`src/cvta_regs.vh`:
```
`ifndef CVTA_REGS_VH
`define CVTA_REGS_VH
// Register indices behind the index/data port pair
`define CVTA_IDX_OVERFLOW      5'h07
`define CVTA_IDX_MAX_SCAN      5'h09
`define CVTA_IDX_RETRACE_START 5'h10
`define CVTA_IDX_RETRACE_END   5'h11
`define CVTA_IDX_DISP_END      5'h12
`define CVTA_IDX_ROW_OFFSET    5'h13
`define CVTA_IDX_UNDERLINE     5'h14
`define CVTA_IDX_BLANK_START   5'h15
`define CVTA_IDX_BLANK_END     5'h16
`define CVTA_IDX_MODE_CTL      5'h17
`define CVTA_IDX_SPLIT_LINE    5'h18
// Overflow register fields
`define CVTA_OVF_DISP_END8     1
`define CVTA_OVF_RETR_START8   2
`define CVTA_OVF_BLANK_START8  3
`define CVTA_OVF_SPLIT8        4
`define CVTA_OVF_DISP_END9     6
`define CVTA_OVF_RETR_START9   7
// Max scan line register fields
`define CVTA_MSL_BLANK_START9  5
`define CVTA_MSL_SPLIT9        6
// Underline register fields
`define CVTA_UL_DWORD          6
`define CVTA_UL_COUNT4         5
// Mode control fields
`define CVTA_MC_RETRACE_EN     7
`define CVTA_MC_BYTE_MODE      6
`define CVTA_MC_ADDR_WRAP      5
`define CVTA_MC_COUNT2         3
`define CVTA_MC_VCLK_DIV2      2
`define CVTA_MC_ROW14_SEL      1
`define CVTA_MC_ROW13_SEL      0
// Reset values
`define CVTA_REG_RESET         8'h00
`define CVTA_MODE_RESET        8'h00
`endif

```
`src/cvta_addr_map.v`:
```
`timescale 1ns/1ns
// Counter-to-output address mapping for byte, word and doubleword modes
module cvta_addr_map (
  // Counter and selects
  input  wire [15:0] counter,
  input  wire        dword_mode,
  input  wire        byte_mode,
  input  wire        addr_wrap,
  // Mapped address
  output reg  [15:0] mapped
);
  // Doubleword overrides byte/word selection
  always @* begin
    if (dword_mode) begin
      mapped = {counter[13:0], counter[13], counter[12]};
    end else if (!byte_mode) begin
      mapped = {counter[14:0], addr_wrap ? counter[15] : counter[13]};
    end else begin
      mapped = counter;
    end
  end
endmodule

```
`src/cvta_clk_div.v`:
```
`timescale 1ns/1ns
// Enable divider: passes every first, second or fourth input enable
module cvta_clk_div (
  // Clock and reset
  input  wire clock,
  input  wire rst,
  // Control
  input  wire in_en,
  input  wire div2,
  input  wire div4,
  // Divided enable
  output wire out_en
);
  reg [1:0] phase_reg;

  // Free-running phase of input enables
  always @(posedge clock or posedge rst) begin
    if (rst) begin
      phase_reg <= 2'h0;
    end else if (in_en) begin
      phase_reg <= phase_reg + 2'h1;
    end
  end

  // Div4 takes priority; intended for doubleword
  assign out_en = in_en & (div4 ? (phase_reg == 2'h3) :
                           div2 ? phase_reg[0] : 1'b1);
endmodule

```
`src/cvta_top.v`:
```
`timescale 1ns/1ns
`include "cvta_regs.vh"
module cvta_top #(
  parameter ADDR_W = 16,
  parameter LINE_W = 10
) (
  // Clock and reset
  input  wire              clock,
  input  wire              rst,
  // Indexed register port
  input  wire              index_wr,
  input  wire              data_wr,
  input  wire              data_rd,
  input  wire [7:0]        wdata,
  output reg  [7:0]        rdata,
  // Timing inputs
  input  wire              char_en,
  input  wire              hline_en,
  input  wire              hdisp_active,
  input  wire              hretrace_in,
  input  wire [15:0]       start_addr,
  // Display memory and monitor outputs
  output reg  [ADDR_W-1:0] refresh_addr,
  output reg               vdisp_en,
  output reg               vblank,
  output reg               vretrace,
  output reg               hretrace,
  output reg               underline,
  output reg  [4:0]        row_scan
);
  reg [4:0]        index_reg;
  reg [7:0]        overflow_reg;
  reg [7:0]        max_scan_reg;
  reg [7:0]        retr_start_reg;
  reg [7:0]        retr_end_reg;
  reg [7:0]        vert_display_end_low_reg;
  reg [7:0]        row_offset_reg;
  reg [7:0]        underline_and_addr_width_reg;
  reg [7:0]        vert_blank_start_low_reg;
  reg [7:0]        vert_blank_end_reg;
  reg [7:0]        timing_mode_control_reg;
  reg [7:0]        split_line_target_low_reg;
  reg [LINE_W-1:0] vline_reg;
  reg              vhalf_reg;
  reg [15:0]       row_start_reg;
  reg [15:0]       counter_reg;
  reg [15:0]       counter_next;
  wire [LINE_W-1:0] disp_end;
  wire [LINE_W-1:0] blank_start;
  wire [LINE_W-1:0] split_target;
  wire [LINE_W-1:0] retr_start;
  wire              dword_mode;
  wire              addr_en;
  wire              vline_en;
  wire              last_scan;
  wire [15:0]       mapped;
  wire [15:0]       row_step;
  reg  [15:0]       subst;
  reg  [15:0]       row_start_next;
  wire              split_hit;
  wire              frame_wrap;

  // One more than a line value; blank start, frame wrap and stepping need it
  function [LINE_W-1:0] line_plus1;
    input [LINE_W-1:0] line;
    begin
      line_plus1 = line + {{(LINE_W-1){1'b0}}, 1'b1};
    end
  endfunction

  // Ten-bit values assembled from split register fields
  assign disp_end = {overflow_reg[`CVTA_OVF_DISP_END9],
                     overflow_reg[`CVTA_OVF_DISP_END8],
                     vert_display_end_low_reg};
  assign blank_start = {max_scan_reg[`CVTA_MSL_BLANK_START9],
                        overflow_reg[`CVTA_OVF_BLANK_START8],
                        vert_blank_start_low_reg};
  assign split_target = {max_scan_reg[`CVTA_MSL_SPLIT9],
                         overflow_reg[`CVTA_OVF_SPLIT8],
                         split_line_target_low_reg};
  assign retr_start = {overflow_reg[`CVTA_OVF_RETR_START9],
                       overflow_reg[`CVTA_OVF_RETR_START8],
                       retr_start_reg};
  assign dword_mode = underline_and_addr_width_reg[`CVTA_UL_DWORD];

  // Index latch, then data write to the selected register
  always @(posedge clock or posedge rst) begin
    if (rst) begin
      index_reg                    <= 5'h00;
      overflow_reg                 <= `CVTA_REG_RESET;
      max_scan_reg                 <= `CVTA_REG_RESET;
      retr_start_reg               <= `CVTA_REG_RESET;
      retr_end_reg                 <= `CVTA_REG_RESET;
      vert_display_end_low_reg     <= `CVTA_REG_RESET;
      row_offset_reg               <= `CVTA_REG_RESET;
      underline_and_addr_width_reg <= `CVTA_REG_RESET;
      vert_blank_start_low_reg     <= `CVTA_REG_RESET;
      vert_blank_end_reg           <= `CVTA_REG_RESET;
      timing_mode_control_reg      <= `CVTA_MODE_RESET;
      split_line_target_low_reg    <= `CVTA_REG_RESET;
    end else if (index_wr) begin
      index_reg <= wdata[4:0];
    end else if (data_wr) begin
      if (index_reg == `CVTA_IDX_OVERFLOW) begin
        overflow_reg <= wdata;
      end else if (index_reg == `CVTA_IDX_MAX_SCAN) begin
        max_scan_reg <= wdata;
      end else if (index_reg == `CVTA_IDX_RETRACE_START) begin
        retr_start_reg <= wdata;
      end else if (index_reg == `CVTA_IDX_RETRACE_END) begin
        retr_end_reg <= wdata;
      end else if (index_reg == `CVTA_IDX_DISP_END) begin
        vert_display_end_low_reg <= wdata;
      end else if (index_reg == `CVTA_IDX_ROW_OFFSET) begin
        row_offset_reg <= wdata;
      end else if (index_reg == `CVTA_IDX_UNDERLINE) begin
        underline_and_addr_width_reg <= wdata;
      end else if (index_reg == `CVTA_IDX_BLANK_START) begin
        vert_blank_start_low_reg <= wdata;
      end else if (index_reg == `CVTA_IDX_BLANK_END) begin
        vert_blank_end_reg <= wdata;
      end else if (index_reg == `CVTA_IDX_MODE_CTL) begin
        timing_mode_control_reg <= wdata;
      end else if (index_reg == `CVTA_IDX_SPLIT_LINE) begin
        split_line_target_low_reg <= wdata;
      end
    end
  end

  // Registered read data; unmapped indices read zero
  always @(posedge clock or posedge rst) begin
    if (rst) begin
      rdata <= 8'h00;
    end else if (data_rd) begin
      if (index_reg == `CVTA_IDX_OVERFLOW) begin
        rdata <= overflow_reg;
      end else if (index_reg == `CVTA_IDX_MAX_SCAN) begin
        rdata <= max_scan_reg;
      end else if (index_reg == `CVTA_IDX_RETRACE_START) begin
        rdata <= retr_start_reg;
      end else if (index_reg == `CVTA_IDX_RETRACE_END) begin
        rdata <= retr_end_reg;
      end else if (index_reg == `CVTA_IDX_DISP_END) begin
        rdata <= vert_display_end_low_reg;
      end else if (index_reg == `CVTA_IDX_ROW_OFFSET) begin
        rdata <= row_offset_reg;
      end else if (index_reg == `CVTA_IDX_UNDERLINE) begin
        rdata <= underline_and_addr_width_reg;
      end else if (index_reg == `CVTA_IDX_BLANK_START) begin
        rdata <= vert_blank_start_low_reg;
      end else if (index_reg == `CVTA_IDX_BLANK_END) begin
        rdata <= vert_blank_end_reg;
      end else if (index_reg == `CVTA_IDX_MODE_CTL) begin
        rdata <= timing_mode_control_reg;
      end else if (index_reg == `CVTA_IDX_SPLIT_LINE) begin
        rdata <= split_line_target_low_reg;
      end else begin
        rdata <= 8'h00;
      end
    end
  end

  // Address counter advance rate
  cvta_clk_div u_addr_div (
    .clock  (clock),
    .rst    (rst),
    .in_en  (char_en & hdisp_active & vdisp_en),
    .div2   (timing_mode_control_reg[`CVTA_MC_COUNT2]),
    .div4   (underline_and_addr_width_reg[`CVTA_UL_COUNT4]),
    .out_en (addr_en)
  );

  // Vertical counter clock, optionally half line rate
  always @(posedge clock or posedge rst) begin
    if (rst) begin
      vhalf_reg <= 1'b0;
    end else if (hline_en) begin
      vhalf_reg <= ~vhalf_reg;
    end
  end
  assign vline_en = hline_en &
                    (~timing_mode_control_reg[`CVTA_MC_VCLK_DIV2] | vhalf_reg);

  // Row step is offset scaled by two, or four in doubleword
  assign row_step = dword_mode ? {6'h00, row_offset_reg, 2'h0}
                               : {7'h00, row_offset_reg, 1'h0};
  assign last_scan = (row_scan == max_scan_reg[4:0]);

  // Line events; split match wins over frame wrap
  assign split_hit  = (vline_reg == split_target);
  assign frame_wrap = (vline_reg == line_plus1(disp_end));

  // Next line start, shared by the row start and the address counter
  always @* begin
    row_start_next = row_start_reg;
    if (split_hit) begin
      row_start_next = 16'h0000;
    end else if (frame_wrap) begin
      row_start_next = start_addr;
    end else if (last_scan) begin
      row_start_next = row_start_reg + row_step;
    end
  end

  // Vertical line, row scan and line start tracking
  always @(posedge clock or posedge rst) begin
    if (rst) begin
      vline_reg     <= {LINE_W{1'b0}};
      row_scan      <= 5'h00;
      row_start_reg <= 16'h0000;
    end else if (vline_en) begin
      vline_reg     <= line_plus1(vline_reg);
      row_start_reg <= row_start_next;
      if (split_hit) begin
        row_scan <= 5'h00;
      end else if (frame_wrap) begin
        vline_reg <= {LINE_W{1'b0}};
        row_scan  <= 5'h00;
      end else if (last_scan) begin
        row_scan <= 5'h00;
      end else begin
        row_scan <= row_scan + 5'h01;
      end
    end
  end

  // Counter loads the new line start; the old one would repeat a row
  always @* begin
    counter_next = counter_reg;
    if (vline_en) begin
      counter_next = row_start_next;
    end else if (addr_en) begin
      counter_next = counter_reg + 16'h0001;
    end
  end
  always @(posedge clock or posedge rst) begin
    if (rst) begin
      counter_reg <= 16'h0000;
    end else begin
      counter_reg <= counter_next;
    end
  end

  cvta_addr_map u_map (
    .counter    (counter_reg),
    .dword_mode (dword_mode),
    .byte_mode  (timing_mode_control_reg[`CVTA_MC_BYTE_MODE]),
    .addr_wrap  (timing_mode_control_reg[`CVTA_MC_ADDR_WRAP]),
    .mapped     (mapped)
  );

  // Row scan substitution on bits 13 and 14
  always @* begin
    subst = mapped;
    if (!timing_mode_control_reg[`CVTA_MC_ROW14_SEL]) begin
      subst[14] = row_scan[1];
    end
    if (!timing_mode_control_reg[`CVTA_MC_ROW13_SEL] && vdisp_en) begin
      subst[13] = row_scan[0];
    end
  end

  // Registered outputs; retrace disable touches nothing else
  always @(posedge clock or posedge rst) begin
    if (rst) begin
      refresh_addr <= {ADDR_W{1'b0}};
      vdisp_en     <= 1'b0;
      vblank       <= 1'b0;
      vretrace     <= 1'b0;
      hretrace     <= 1'b0;
      underline    <= 1'b0;
    end else begin
      refresh_addr <= subst[ADDR_W-1:0];
      vdisp_en     <= (vline_reg <= disp_end);
      underline    <= (row_scan == underline_and_addr_width_reg[4:0] + 5'h01);
      if (vline_reg == line_plus1(blank_start)) begin
        vblank <= 1'b1;
      end else if (vline_reg[7:0] == vert_blank_end_reg) begin
        vblank <= 1'b0;
      end
      hretrace <= hretrace_in & timing_mode_control_reg[`CVTA_MC_RETRACE_EN];
      if (!timing_mode_control_reg[`CVTA_MC_RETRACE_EN]) begin
        vretrace <= 1'b0;
      end else if (vline_reg == retr_start) begin
        vretrace <= 1'b1;
      end else if (vline_reg[3:0] == retr_end_reg[3:0]) begin
        vretrace <= 1'b0;
      end
    end
  end
endmodule

```
`config.mk`:
```
export PLATFORM = sky130hd
export DESIGN_NAME = cvta_top
export DESIGN_NICKNAME = d
export VERILOG_FILES = /design/src/cvta_addr_map.v /design/src/cvta_clk_div.v /design/src/cvta_top.v
export VERILOG_INCLUDE_DIRS = /design/src
export SDC_FILE = /design/constraint.sdc
export NUM_CORES = 1
export LEC_CHECK = 0
export BUFFER_PORTS_ARGS = -buffer_cell sky130_fd_sc_hd__buf_2
export CORE_MARGIN = 3
export CORE_UTILIZATION = 63
export CTS_BUF_LIST = sky130_fd_sc_hd__clkbuf_8
export CTS_CLUSTER_DIAMETER = 40
export DETAILED_ROUTE_END_ITERATION = 8
export GPL_ROUTABILITY_DRIVEN = 0
export PLACE_DENSITY_LB_ADDON = 0.1
export SYNTH_ARGS = -nofsm -noshare
export SYNTH_HDL_FRONTEND = slang
export SYNTH_SLANG_ARGS = --single-unit
```
`constraint.sdc`:
```
create_clock -name clock -period 7.7 [get_ports clock]
set_input_delay 2.31 -clock clock [delete_from_list [all_inputs] [get_ports clock]]
set_output_delay 2.31 -clock clock [all_outputs]
set_load 0.02 [all_outputs]
```
==> results of run 1 <==
-- layout make-up --
class                           instances  area [um^2]
Tap cell                              211        264.0
Timing Repair Buffer                   74        390.4
Multi-Input combinational cell        718         5250
Fill cell                            1206         4577
Sequential cell                       172         4304
Clock inverter                         13        165.2
Clock buffer                           19        261.5
Inverter                               26        102.6
-- cell usage in the layout, fill, tap and decap left out, types with 4 or more instances in the layout --
cell and count:
dfrtp_1 172, mux2_2 98, nand2_1 71, buf_2 66, o21ai_0 65, nor2_1 58
xnor2_1 50, xor2_1 46, a21oi_1 31, mux2i_1 29, nand3_1 28, ha_1 26
inv_1 25, clkbuf_8 19, nand4_1 18, a22oi_1 13, nor3_1 13, nor4_1 10
nor2b_1 10, a21o_1 10, and2_1 9, o21a_1 9, a31oi_1 9, o22ai_1 9
a221oi_1 9, and3_1 8, buf_4 8, o31ai_1 7, o22a_1 7, nand2b_1 6
a211oi_1 6, o211ai_1 6, nor3b_1 5, or3_1 4, or2_2 4, clkinvlp_4 4
-- worst max-delay path, cell delays in order --
cell and delay, ns:
buf_2 0.11, o21a_1 0.77, nand2b_1 0.21, buf_4 0.28
or3_1 0.49, nor3_1 0.23, a211o_1 0.13
-- cells by family (layout without fill, tap and decap cells) --
group	Yosys count	in the layout	share of synthesized area, %
multiplexers	127	127	14.04
XOR/XNOR	97	97	8.635
AO/OA/AOI/OAI	206	206	13.41
buffers and inverters	88	132	3.744
flip-flops	172	172	43.36
adder cells (fa/ha/maj)	27	27	3.479
AND/OR/NAND/NOR	261	261	13.32
-- how the worst max path moves through the flow --
stage                                end  slack [ns]  cells past startpoint     start
after CTS                    row_scan[4]        3.61                      7  hline_en
after detailed placement     row_scan[4]        3.12                      7  hline_en
after floorplan           counter_reg[0]        0.73                      1       rst
after global routing         row_scan[4]        3.37                      7  hline_en
after global placement       row_scan[2]        3.17                      7  hline_en
final                        row_scan[4]        3.56                      7  hline_en
-- metal layers --
metal  part of all wire, %  routed length [um]  vias to the layer above  GRT usage (%)
met5                     0                   0                        -              0
met4                   5.2                1344                        0          15.17
met3                   5.3                1380                       87          5.743
met2                    48               12490                      270          50.20
met1                    41               10630                     3811          38.36
li1                      -                   -                     3575              -
-- per-stage QoR --
| stage | cell area [um^2] | utilization (%) | power (W) | setup slack (ns) | hold WS [ns] |
|---|---|---|---|---|---|
| 2_1_floorplan | 9926 | - | 0.002154 | 0.7299 | 0.4592 |
| 3_3_place_gp | 10310 | 67.33 | 0.002447 | 3.169 | 0.4792 |
| 3_5_place_dp | 10310 | 67.33 | 0.002480 | 3.125 | 0.4888 |
| 4_1_cts | 10740 | 70.11 | 0.003160 | 3.615 | 0.5097 |
| 5_1_grt | 10740 | 70.11 | 0.003349 | 3.371 | 0.5304 |
| 6_report | 10740 | 70.11 | 0.003154 | 3.563 | 0.5146 |
-- where the power goes --
group | switching, W | internal (W)
sequential | 0.000316 | 0.00111
combinational | 0.000569 | 0.000488
clock | 0.000334 | 0.000339
total | 0.00122 | 0.00193
==> impl_metrics.env, run 1 <==
export IMPL_status="complete, no violations"
export IMPL_skew_ns=0.01466
export IMPL_drtIter0Drc=595
export IMPL_syn_nets=1038
export IMPL_cts_root_buffer="clkbuf_8"
export IMPL_crit_fanout=27
export IMPL_via_count=7743
export IMPL_fmax_mhz=241.7
export IMPL_ir_worst_vdd_uv=152.0
export IMPL_grt_pass1_vias=7625
export IMPL_start_util_pct=64.81
export IMPL_r2r_start="underline_and_addr_width_reg[6]"
export IMPL_relSlewSlack_pct=32.48
export IMPL_cts_tree="built"
export IMPL_worstSetupEndpointType="register"
export IMPL_fin_nets=1069
export IMPL_dieWidth_um=131.5
export IMPL_grt_first_pass_wirelength_um=41270
export IMPL_hold_depth=1
export IMPL_startpoint_type="primary input"
export IMPL_hold_class="register to register"
export IMPL_grt_max_degree=114
export IMPL_cts_max_level=4
export IMPL_synth_top_cell_by_area="dfrtp_1"
export IMPL_synthesis_area_mm2=0.009926
export IMPL_avgSynthCellArea_um2=10.15
export IMPL_leakagePower_nw=4.945
export IMPL_first_pass_iters=6
export IMPL_required_ns=8.12
export IMPL_yosys_warnings=0
export IMPL_p_per_area_mw_per_mm2=293.7
export IMPL_synth_ff_type="dfrtp_1"
export IMPL_ys_top_cells_by_area="dfrtp_1 43%, mux2_2 11%, xnor2_1 4.4%, xor2_1 4.1%, o21ai_0 3.3%"
export IMPL_core_mm2=0.01531
export IMPL_holdBufCountCts=0
export IMPL_antenna_found_initial=0
export IMPL_fin_cells=1233
export IMPL_drive_above_1_share_pct=21.43
export IMPL_fin_crit_ns=4.137
export IMPL_hold_viol_final=0
export IMPL_ant_nets=0
export IMPL_clk_pin_slew_ns=0.09
export IMPL_cts_sinks=172
export IMPL_fin_setup_tns_ns=0
export IMPL_rsz0062_at_grt="no"
export IMPL_wirelength_um=25840
export IMPL_synth_common_cells="172 x dfrtp_1, 98 x mux2_2, 71 x nand2_1"
export IMPL_fp_dieH_um=131.5
export IMPL_placed_cells=1201
export IMPL_setup_viol=0
export IMPL_syn_to_final_growth_pct=8.181
export IMPL_async_reset_ff_share_pct=100.0
export IMPL_slew_viol_final=0
export IMPL_cts_resized=0
export IMPL_regToRegSetupSlack_ns=4.11
export IMPL_tightest_slew_ns=1.013
export IMPL_postCtsSetupRepairBufs=0
export IMPL_dp_hpwl_um=18020
export IMPL_antenna_cells=0
export IMPL_drc=0
export IMPL_wl_per_cell_um=20.96
export IMPL_grt_total_usage_pct=30.36
export IMPL_clockBufferDepth=2
export IMPL_viasPerCell=6.280
export IMPL_io_buffers=66
export IMPL_whs_endpoint="row_start_reg[0]"
export IMPL_fin_crit_sh_pct=53.73
export IMPL_numCtsBuffers=17
export IMPL_maxCapViolations=0
export IMPL_critPathKind="primary input to register"
export IMPL_synth_most_common_cell="dfrtp_1"
export IMPL_arrival_ns=4.55
export IMPL_synth_seq_area_share_pct=43.36
export IMPL_min_from="row_start_reg[0]"
export IMPL_rr_worst_depth=11
export IMPL_dieArea_mm2=0.01730
export IMPL_grt_ovfl_total=0
export IMPL_io_pins=67
export IMPL_r2r_end="counter_reg[13]"
export IMPL_synth_cells=978
export IMPL_synth_edff_count=0
export IMPL_yosysTopAreaCellShare_pct=43.36
export IMPL_clk_latency_ns=0.47
export IMPL_synth_seq_cells=172
export IMPL_ys_types=70
export IMPL_rows=45
Power figures use the tool's default switching activity.
==> run 2, diff against run 1 <==
--- a/config.mk
+++ b/config.mk
@@ -6,9 +6,10 @@
 export SDC_FILE = /design/constraint.sdc
 export NUM_CORES = 1
 export LEC_CHECK = 0
+export ABC_AREA = 1
 export BUFFER_PORTS_ARGS = -buffer_cell sky130_fd_sc_hd__buf_2
 export CORE_MARGIN = 3
-export CORE_UTILIZATION = 63
+export CORE_UTILIZATION = 64
 export CTS_BUF_LIST = sky130_fd_sc_hd__clkbuf_8
 export CTS_CLUSTER_DIAMETER = 40
 export DETAILED_ROUTE_END_ITERATION = 8
==> constraint.sdc (replaced) <==
create_clock -name clock -period 3.9 [get_ports clock]
set_input_delay 1.17 -clock clock [delete_from_list [all_inputs] [get_ports clock]]
set_output_delay 1.17 -clock clock [all_outputs]
set_load 0.02 [all_outputs]
==> run 2 against run 1 <==
Total power grew 120%. Utilization is 1.3 points higher. Clock power rose by 110%. Non-clock buffer count rose by 4. Critical path depth up 5. Register-to-register slack got worse by 3.0 ns. Sequential cell count unchanged. Setup slack worse by 2.5 ns. Worst hold slack worse by 0.026 ns. First-iteration DRC count grew 82%. Highest routed layer unchanged.
==> impl_metrics.env, run 2 <==
export IMPL_hold_viol_final=0
export IMPL_synth_seq_cells=172
export IMPL_drtIter0Drc=1083
export IMPL_synth_top_cell_by_area="dfrtp_1"
export IMPL_wl_per_cell_um=18.12
export IMPL_postCtsSetupRepairBufs=0
export IMPL_synth_edff_count=0
export IMPL_final_common_cell="nand2_1"
export IMPL_cts_resized=0
export IMPL_synth_cells=1381
export IMPL_final_cell_mix="332 x nand2_1, 172 x dfrtp_1, 159 x o21ai_0"
export IMPL_antenna_found_initial=0
export IMPL_cts_sinks=172
export IMPL_met3RoutedLength_um=2077
export IMPL_maxCapViolations=0
export IMPL_async_reset_ff_share_pct=100.0
export IMPL_cts_max_level=4
export IMPL_syn_nets=1441
export IMPL_fin_crit_sh_pct=71.88
export IMPL_arrival_ns=3.18
export IMPL_drc=0
export IMPL_viasPerCell=5.881
export IMPL_worstSetupEndpointType="register"
export IMPL_core_mm2=0.01600
export IMPL_drive_above_1_share_pct=14.48
export IMPL_avgSynthCellArea_um2=7.621
export IMPL_skew_ns=0.01404
export IMPL_start_util_pct=65.78
export IMPL_grt_ovfl_total=0
export IMPL_fin_setup_tns_ns=0
export IMPL_io_pins=67
export IMPL_clockBufferDepth=2
export IMPL_startpoint_type="register"
export IMPL_status="complete, no violations"
export IMPL_fp_dieH_um=134.2
export IMPL_cts_root_buffer="clkbuf_8"
export IMPL_crit_fanout=21
export IMPL_yosys_warnings=0
export IMPL_fin_nets=1483
export IMPL_syn_to_final_growth_pct=8.512
export IMPL_clk_latency_ns=0.48
export IMPL_synth_most_common_cell="nand2_1"
export IMPL_numCtsBuffers=17
export IMPL_setup_viol=0
export IMPL_dieWidth_um=134.2
export IMPL_fin_cells=1652
export IMPL_grt_first_pass_wirelength_um=46980
export IMPL_rsz0062_at_grt="no"
export IMPL_placed_cells=1620
export IMPL_fmax_mhz=356.7
export IMPL_p_per_area_mw_per_mm2=613.2
export IMPL_final_core_util_pct=71.38
export IMPL_clk_pin_slew_ns=0.10
export IMPL_yosysTopAreaCellShare_pct=40.89
export IMPL_hold_class="register to register"
export IMPL_grt_pass1_vias=9018
export IMPL_dp_hpwl_um=21920
export IMPL_via_count=9716
export IMPL_dieArea_mm2=0.01802
export IMPL_fin_crit_ns=2.803
export IMPL_slew_viol_final=0
export IMPL_critPathKind="register to register"
export IMPL_ys_types=50
export IMPL_antenna_cells=0
export IMPL_fill_cells=1343
export IMPL_ant_nets=0
export IMPL_synth_ff_type="dfrtp_1"
export IMPL_drt_met1_wl_um=11990
export IMPL_rows=46
export IMPL_synthesis_area_mm2=0.01053
export IMPL_relSlewSlack_pct=47.26
export IMPL_io_buffers=66
export IMPL_post_place_ws_ns=1.097
export IMPL_leakagePower_nw=5.494
export IMPL_synth_seq_area_share_pct=40.89
export IMPL_required_ns=4.28
export IMPL_wl_met2_um=14440
export IMPL_tightest_slew_ns=0.7910
export IMPL_ir_worst_vdd_uv=403.2
export IMPL_finalHoldWorstSlack_ns=0.4883
export IMPL_holdBufCountCts=0
export IMPL_first_pass_iters=7
export IMPL_synth_common_cells="332 x nand2_1, 172 x dfrtp_1, 159 x o21ai_0"
export IMPL_grt_total_usage_pct=33.40
export IMPL_ys_top_cells_by_area="dfrtp_1 41%, nand2_1 12%, o21ai_0 7.6%, inv_1 5.2%, nor2_1 3.7%"
export IMPL_wirelength_um=29940
export IMPL_grt_max_degree=83
export IMPL_cts_tree="built"
export IMPL_layout_setup_ws_ns=1.097
export IMPL_highest_layer="met4"
-- run 2: changes by cell type after synthesis, moves of 47 or more --
| cell | change |
|---|---|
| nand2_1 | +261 |
| inv_1 | +120 |
| mux2_2 | -97 |
| o21ai_0 | +93 |
| nand3_1 | +50 |
| nor2_1 | +47 |
-- run 2: stage by stage --
step                area, um^2  total power, W
floorplan                10530        0.004753
global placement         10980        0.005484
detailed placement       10980        0.005560
CTS                      11420        0.006965
global route             11420        0.007446
finish                   11420        0.007003
-- run 2: worst max-delay path, stage by stage, from the launching register on --
cell and delay, ns:
dfrtp_1 0.52, ha_1 0.31, nand3_1 0.12, inv_1 0.09, a21oi_1 0.06, a21oi_1 0.15, nand2_2 0.11, nor2_8 0.32
nand3_4 0.43, nor2_1 0.30, nand2_1 0.14, nand3b_1 0.10, inv_1 0.04
-- run 2: cells by family after synthesis --
logic type / after synthesis / share of synthesized area [%]
AO/OA/AOI/OAI: 286 / 15.37
XOR/XNOR: 62 / 5.159
adder cells (fa/ha/maj): 27 / 3.281
buffers and inverters: 210 / 8.096
flip-flops: 172 / 40.89
multiplexers: 1 / 0.1070
AND/OR/NAND/NOR: 623 / 27.09
-- run 2: worst paths after layout --
path,endpoint,slack [ns],from,cells after the start
setup / recovery,vline_reg[6],1.10,vert_display_end_low_reg[0],12
hold / removal,rdata[3],0.49,rdata[3],2
setup reg to reg,vline_reg[6],1.10,vert_display_end_low_reg[0],12
hold reg to reg,rdata[3],0.49,rdata[3],2
max in group asynchronous,max_scan_reg[2],2.43,rst,3
min in group asynchronous,row_start_reg[10],0.70,rst,2
-- run 2: layer usage --
metal  global-route usage [%]  vias to the layer above
met5                        0                        -
met2                    54.72                      469
met3                    5.926                      105
li1                         -                     4609
met4                    15.67                        0
met1                    43.33                     4533
-- run 2: power by group --
group / switching [W] / internal [W] / leakage (nW)
registers: 0.000664 / 0.00225 / 2.21
clock network: 0.000693 / 0.000718 / 0.221
logic: 0.00169 / 0.000992 / 3.06
total: 0.00304 / 0.00396 / 5.49
-- run 2: area by class of cell --
class / count / area [um^2] / area share (%)
clock buffer: 18 / 247.7 / 2.169
clock inverter: 14 / 192.7 / 1.687
inverter: 155 / 585.6 / 5.127
multi-input combinational: 999 / 5375 / 47.06
sequential: 172 / 4304 / 37.69
tap: 216 / 270.3 / 2.366
timing repair buffer: 78 / 445.4 / 3.900
==> run 3, diff against run 2 <==
==> constraint.sdc (replaced) <==
create_clock -name clock -period 2.74 [get_ports clock]
set_input_delay 0.822 -clock clock [delete_from_list [all_inputs] [get_ports clock]]
set_output_delay 0.822 -clock clock [all_outputs]
set_load 0.02 [all_outputs]
==> run 3 against run 2 <==
Register-to-register slack got worse by 0.81 ns. Setup slack worse by 0.81 ns. Sequential cell count did not move. Sequential share of layout area is 0.36 points lower. Die area unchanged. First-iteration DRC count up 8.3%. Fmax rose by 14%. Non-clock buffer count grew 18. Design area grew 0.95%. Largest cell class unchanged. Highest routed layer unchanged.
==> impl_metrics.env, run 3 (synthesis gave the netlist of run 2 again) <==
export IMPL_final_common_cell="nand2_1"
export IMPL_seq_area_mm2=0.004304
export IMPL_worstSetupEndpointType="register"
export IMPL_via_count=10020
export IMPL_p_total_w=0.009863
export IMPL_placed_area_mm2=0.01115
export IMPL_crit_fanout=12
export IMPL_intPower_w=0.005351
export IMPL_final_cell_mix="332 x nand2_1, 172 x dfrtp_1, 159 x o21ai_0"
export IMPL_io_pins=67
export IMPL_drc=0
export IMPL_drtIter0Drc=1173
export IMPL_p_seq_share_pct=41.7
export IMPL_clk_latency_ns=0.49
export IMPL_p_per_area_mw_per_mm2=855.4
export IMPL_postCtsSetupRepairBufs=0
export IMPL_p_sw_w=0.004512
export IMPL_combinationalPowerShare_pct=40.4
export IMPL_slew_viol_final=0
export IMPL_fill_cells=1344
export IMPL_ir_worst_vdd_uv=597.9
export IMPL_antenna_found_initial=0
export IMPL_leakagePower_nw=5.568
export IMPL_cts_tree="built"
export IMPL_start_util_pct=65.78
export IMPL_dp_hpwl_um=23390
export IMPL_setup_viol=0
export IMPL_antenna_cells=0
export IMPL_cts_max_level=4
export IMPL_finalInstanceArea_mm2=0.01153
export IMPL_core_mm2=0.01600
export IMPL_syn_to_final_growth_pct=9.546
export IMPL_numCtsBuffers=17
export IMPL_cts_resized=0
export IMPL_ant_nets=0
export IMPL_fin_nets=1501
export IMPL_p_clk_share_pct=18.0
export IMPL_startpoint_type="register"
export IMPL_first_pass_iters=5
export IMPL_hold_viol_final=0
export IMPL_wl_per_cell_um=18.95
export IMPL_clockBufferDepth=2
export IMPL_finalHoldWorstSlack_ns=0.4824
export IMPL_final_core_util_pct=72.06
export IMPL_required_ns=3.11
export IMPL_hold_class="primary input to asynchronous set/reset pin"
export IMPL_multi_input_area_mm2=0.005375
export IMPL_critPathKind="register to register"
export IMPL_fp_dieH_um=134.2
export IMPL_dieWidth_um=134.2
export IMPL_p_sw_share_pct=45.75
export IMPL_grt_max_degree=31
export IMPL_arrival_ns=2.82
export IMPL_fmax_mhz=407.6
export IMPL_wirelength_um=31650
export IMPL_rows=46
export IMPL_grt_total_usage_pct=35.83
export IMPL_maxCapViolations=0
export IMPL_relSlewSlack_pct=45.11
export IMPL_dieArea_mm2=0.01802
export IMPL_fin_crit_sh_pct=89.53
export IMPL_cts_sinks=172
export IMPL_fin_crit_ns=2.453
export IMPL_status="complete, no violations"
export IMPL_drive_above_1_share_pct=15.61
export IMPL_skew_ns=0.01869
export IMPL_clk_pin_slew_ns=0.11
export IMPL_rsz0062_at_grt="no"
export IMPL_grt_pass1_vias=9395
export IMPL_io_buffers=66
export IMPL_holdBufCountCts=0
export IMPL_grt_ovfl_total=0
export IMPL_viasPerCell=6.000
export IMPL_grt_first_pass_wirelength_um=50070
export IMPL_cts_root_buffer="clkbuf_8"
export IMPL_tightest_slew_ns=0.8216
[run 3: area by class of cell]
type                       count  share of cell area, %
clock buffer                  17                  2.029
multi-input combinational    999                  46.62
tap                          216                  2.344
timing repair buffer          96                  5.361
sequential                   172                  37.33
clock inverter                15                  1.237
inverter                     155                  5.079
[run 3: critical path, stage by stage (launching register included)]
cell and delay [ns]:
dfrtp_1 0.40, buf_4 0.18, o21ai_0 0.38, ha_1 0.33, nand2_1 0.08, nor2_1 0.06
nand2_1 0.05, nand3_1 0.12, nand2_1 0.12, nand2_1 0.05, nand2_1 0.05, nand2_1 0.05
a21oi_1 0.18, nand2_2 0.08, nand3_2 0.11, o21ai_1 0.08
[run 3: stage by stage]
step	cells	TNS [ns]	setup slack, ns
after floorplan	1381	-47.93	-0.2787
after global placement	1638	0	0.4235
after detailed placement	1638	0	0.3458
after CTS	1670	0	0.3283
after global routing	1670	0	0.07427
final	1670	0	0.2868
[run 3: power by group through the flow]
stage / logic [W] / clock network (W) / registers, W
3_5_place_dp: 0.00391 / 0 / 0.00410
5_1_grt: 0.00443 / 0.00188 / 0.00417
6_report: 0.00398 / 0.00177 / 0.00411
3_3_place_gp: 0.00379 / 0 / 0.00410
2_1_floorplan: 0.00287 / 0 / 0.00390
4_1_cts: 0.00394 / 0.00178 / 0.00406
[run 3: worst paths after layout]
check                                                      from  cells after the start                      endpoint  slack (ns)
max in group asynchronous                                   rst                      3  split_line_target_low_reg[7]        1.64
min in group clock                                     rdata[7]                      2                      rdata[7]        0.50
worst max register to register  underline_and_addr_width_reg[6]                     15             row_start_reg[14]        0.29
worst max-delay path            underline_and_addr_width_reg[6]                     15             row_start_reg[14]        0.29
worst min-delay path                                        rst                      2   vert_blank_start_low_reg[2]        0.48
worst min register to register                         rdata[7]                      2                      rdata[7]        0.50
[run 3: metal layers]
metal | vias to the layer above | part of all wire (%) | track usage, %
li1 | 4645 | - | -
met1 | 4673 | 38 | 45.12
met2 | 555 | 48 | 59.16
met3 | 147 | 8.5 | 6.789
met4 | 0 | 6.0 | 18.50
met5 | - | 0 | 0
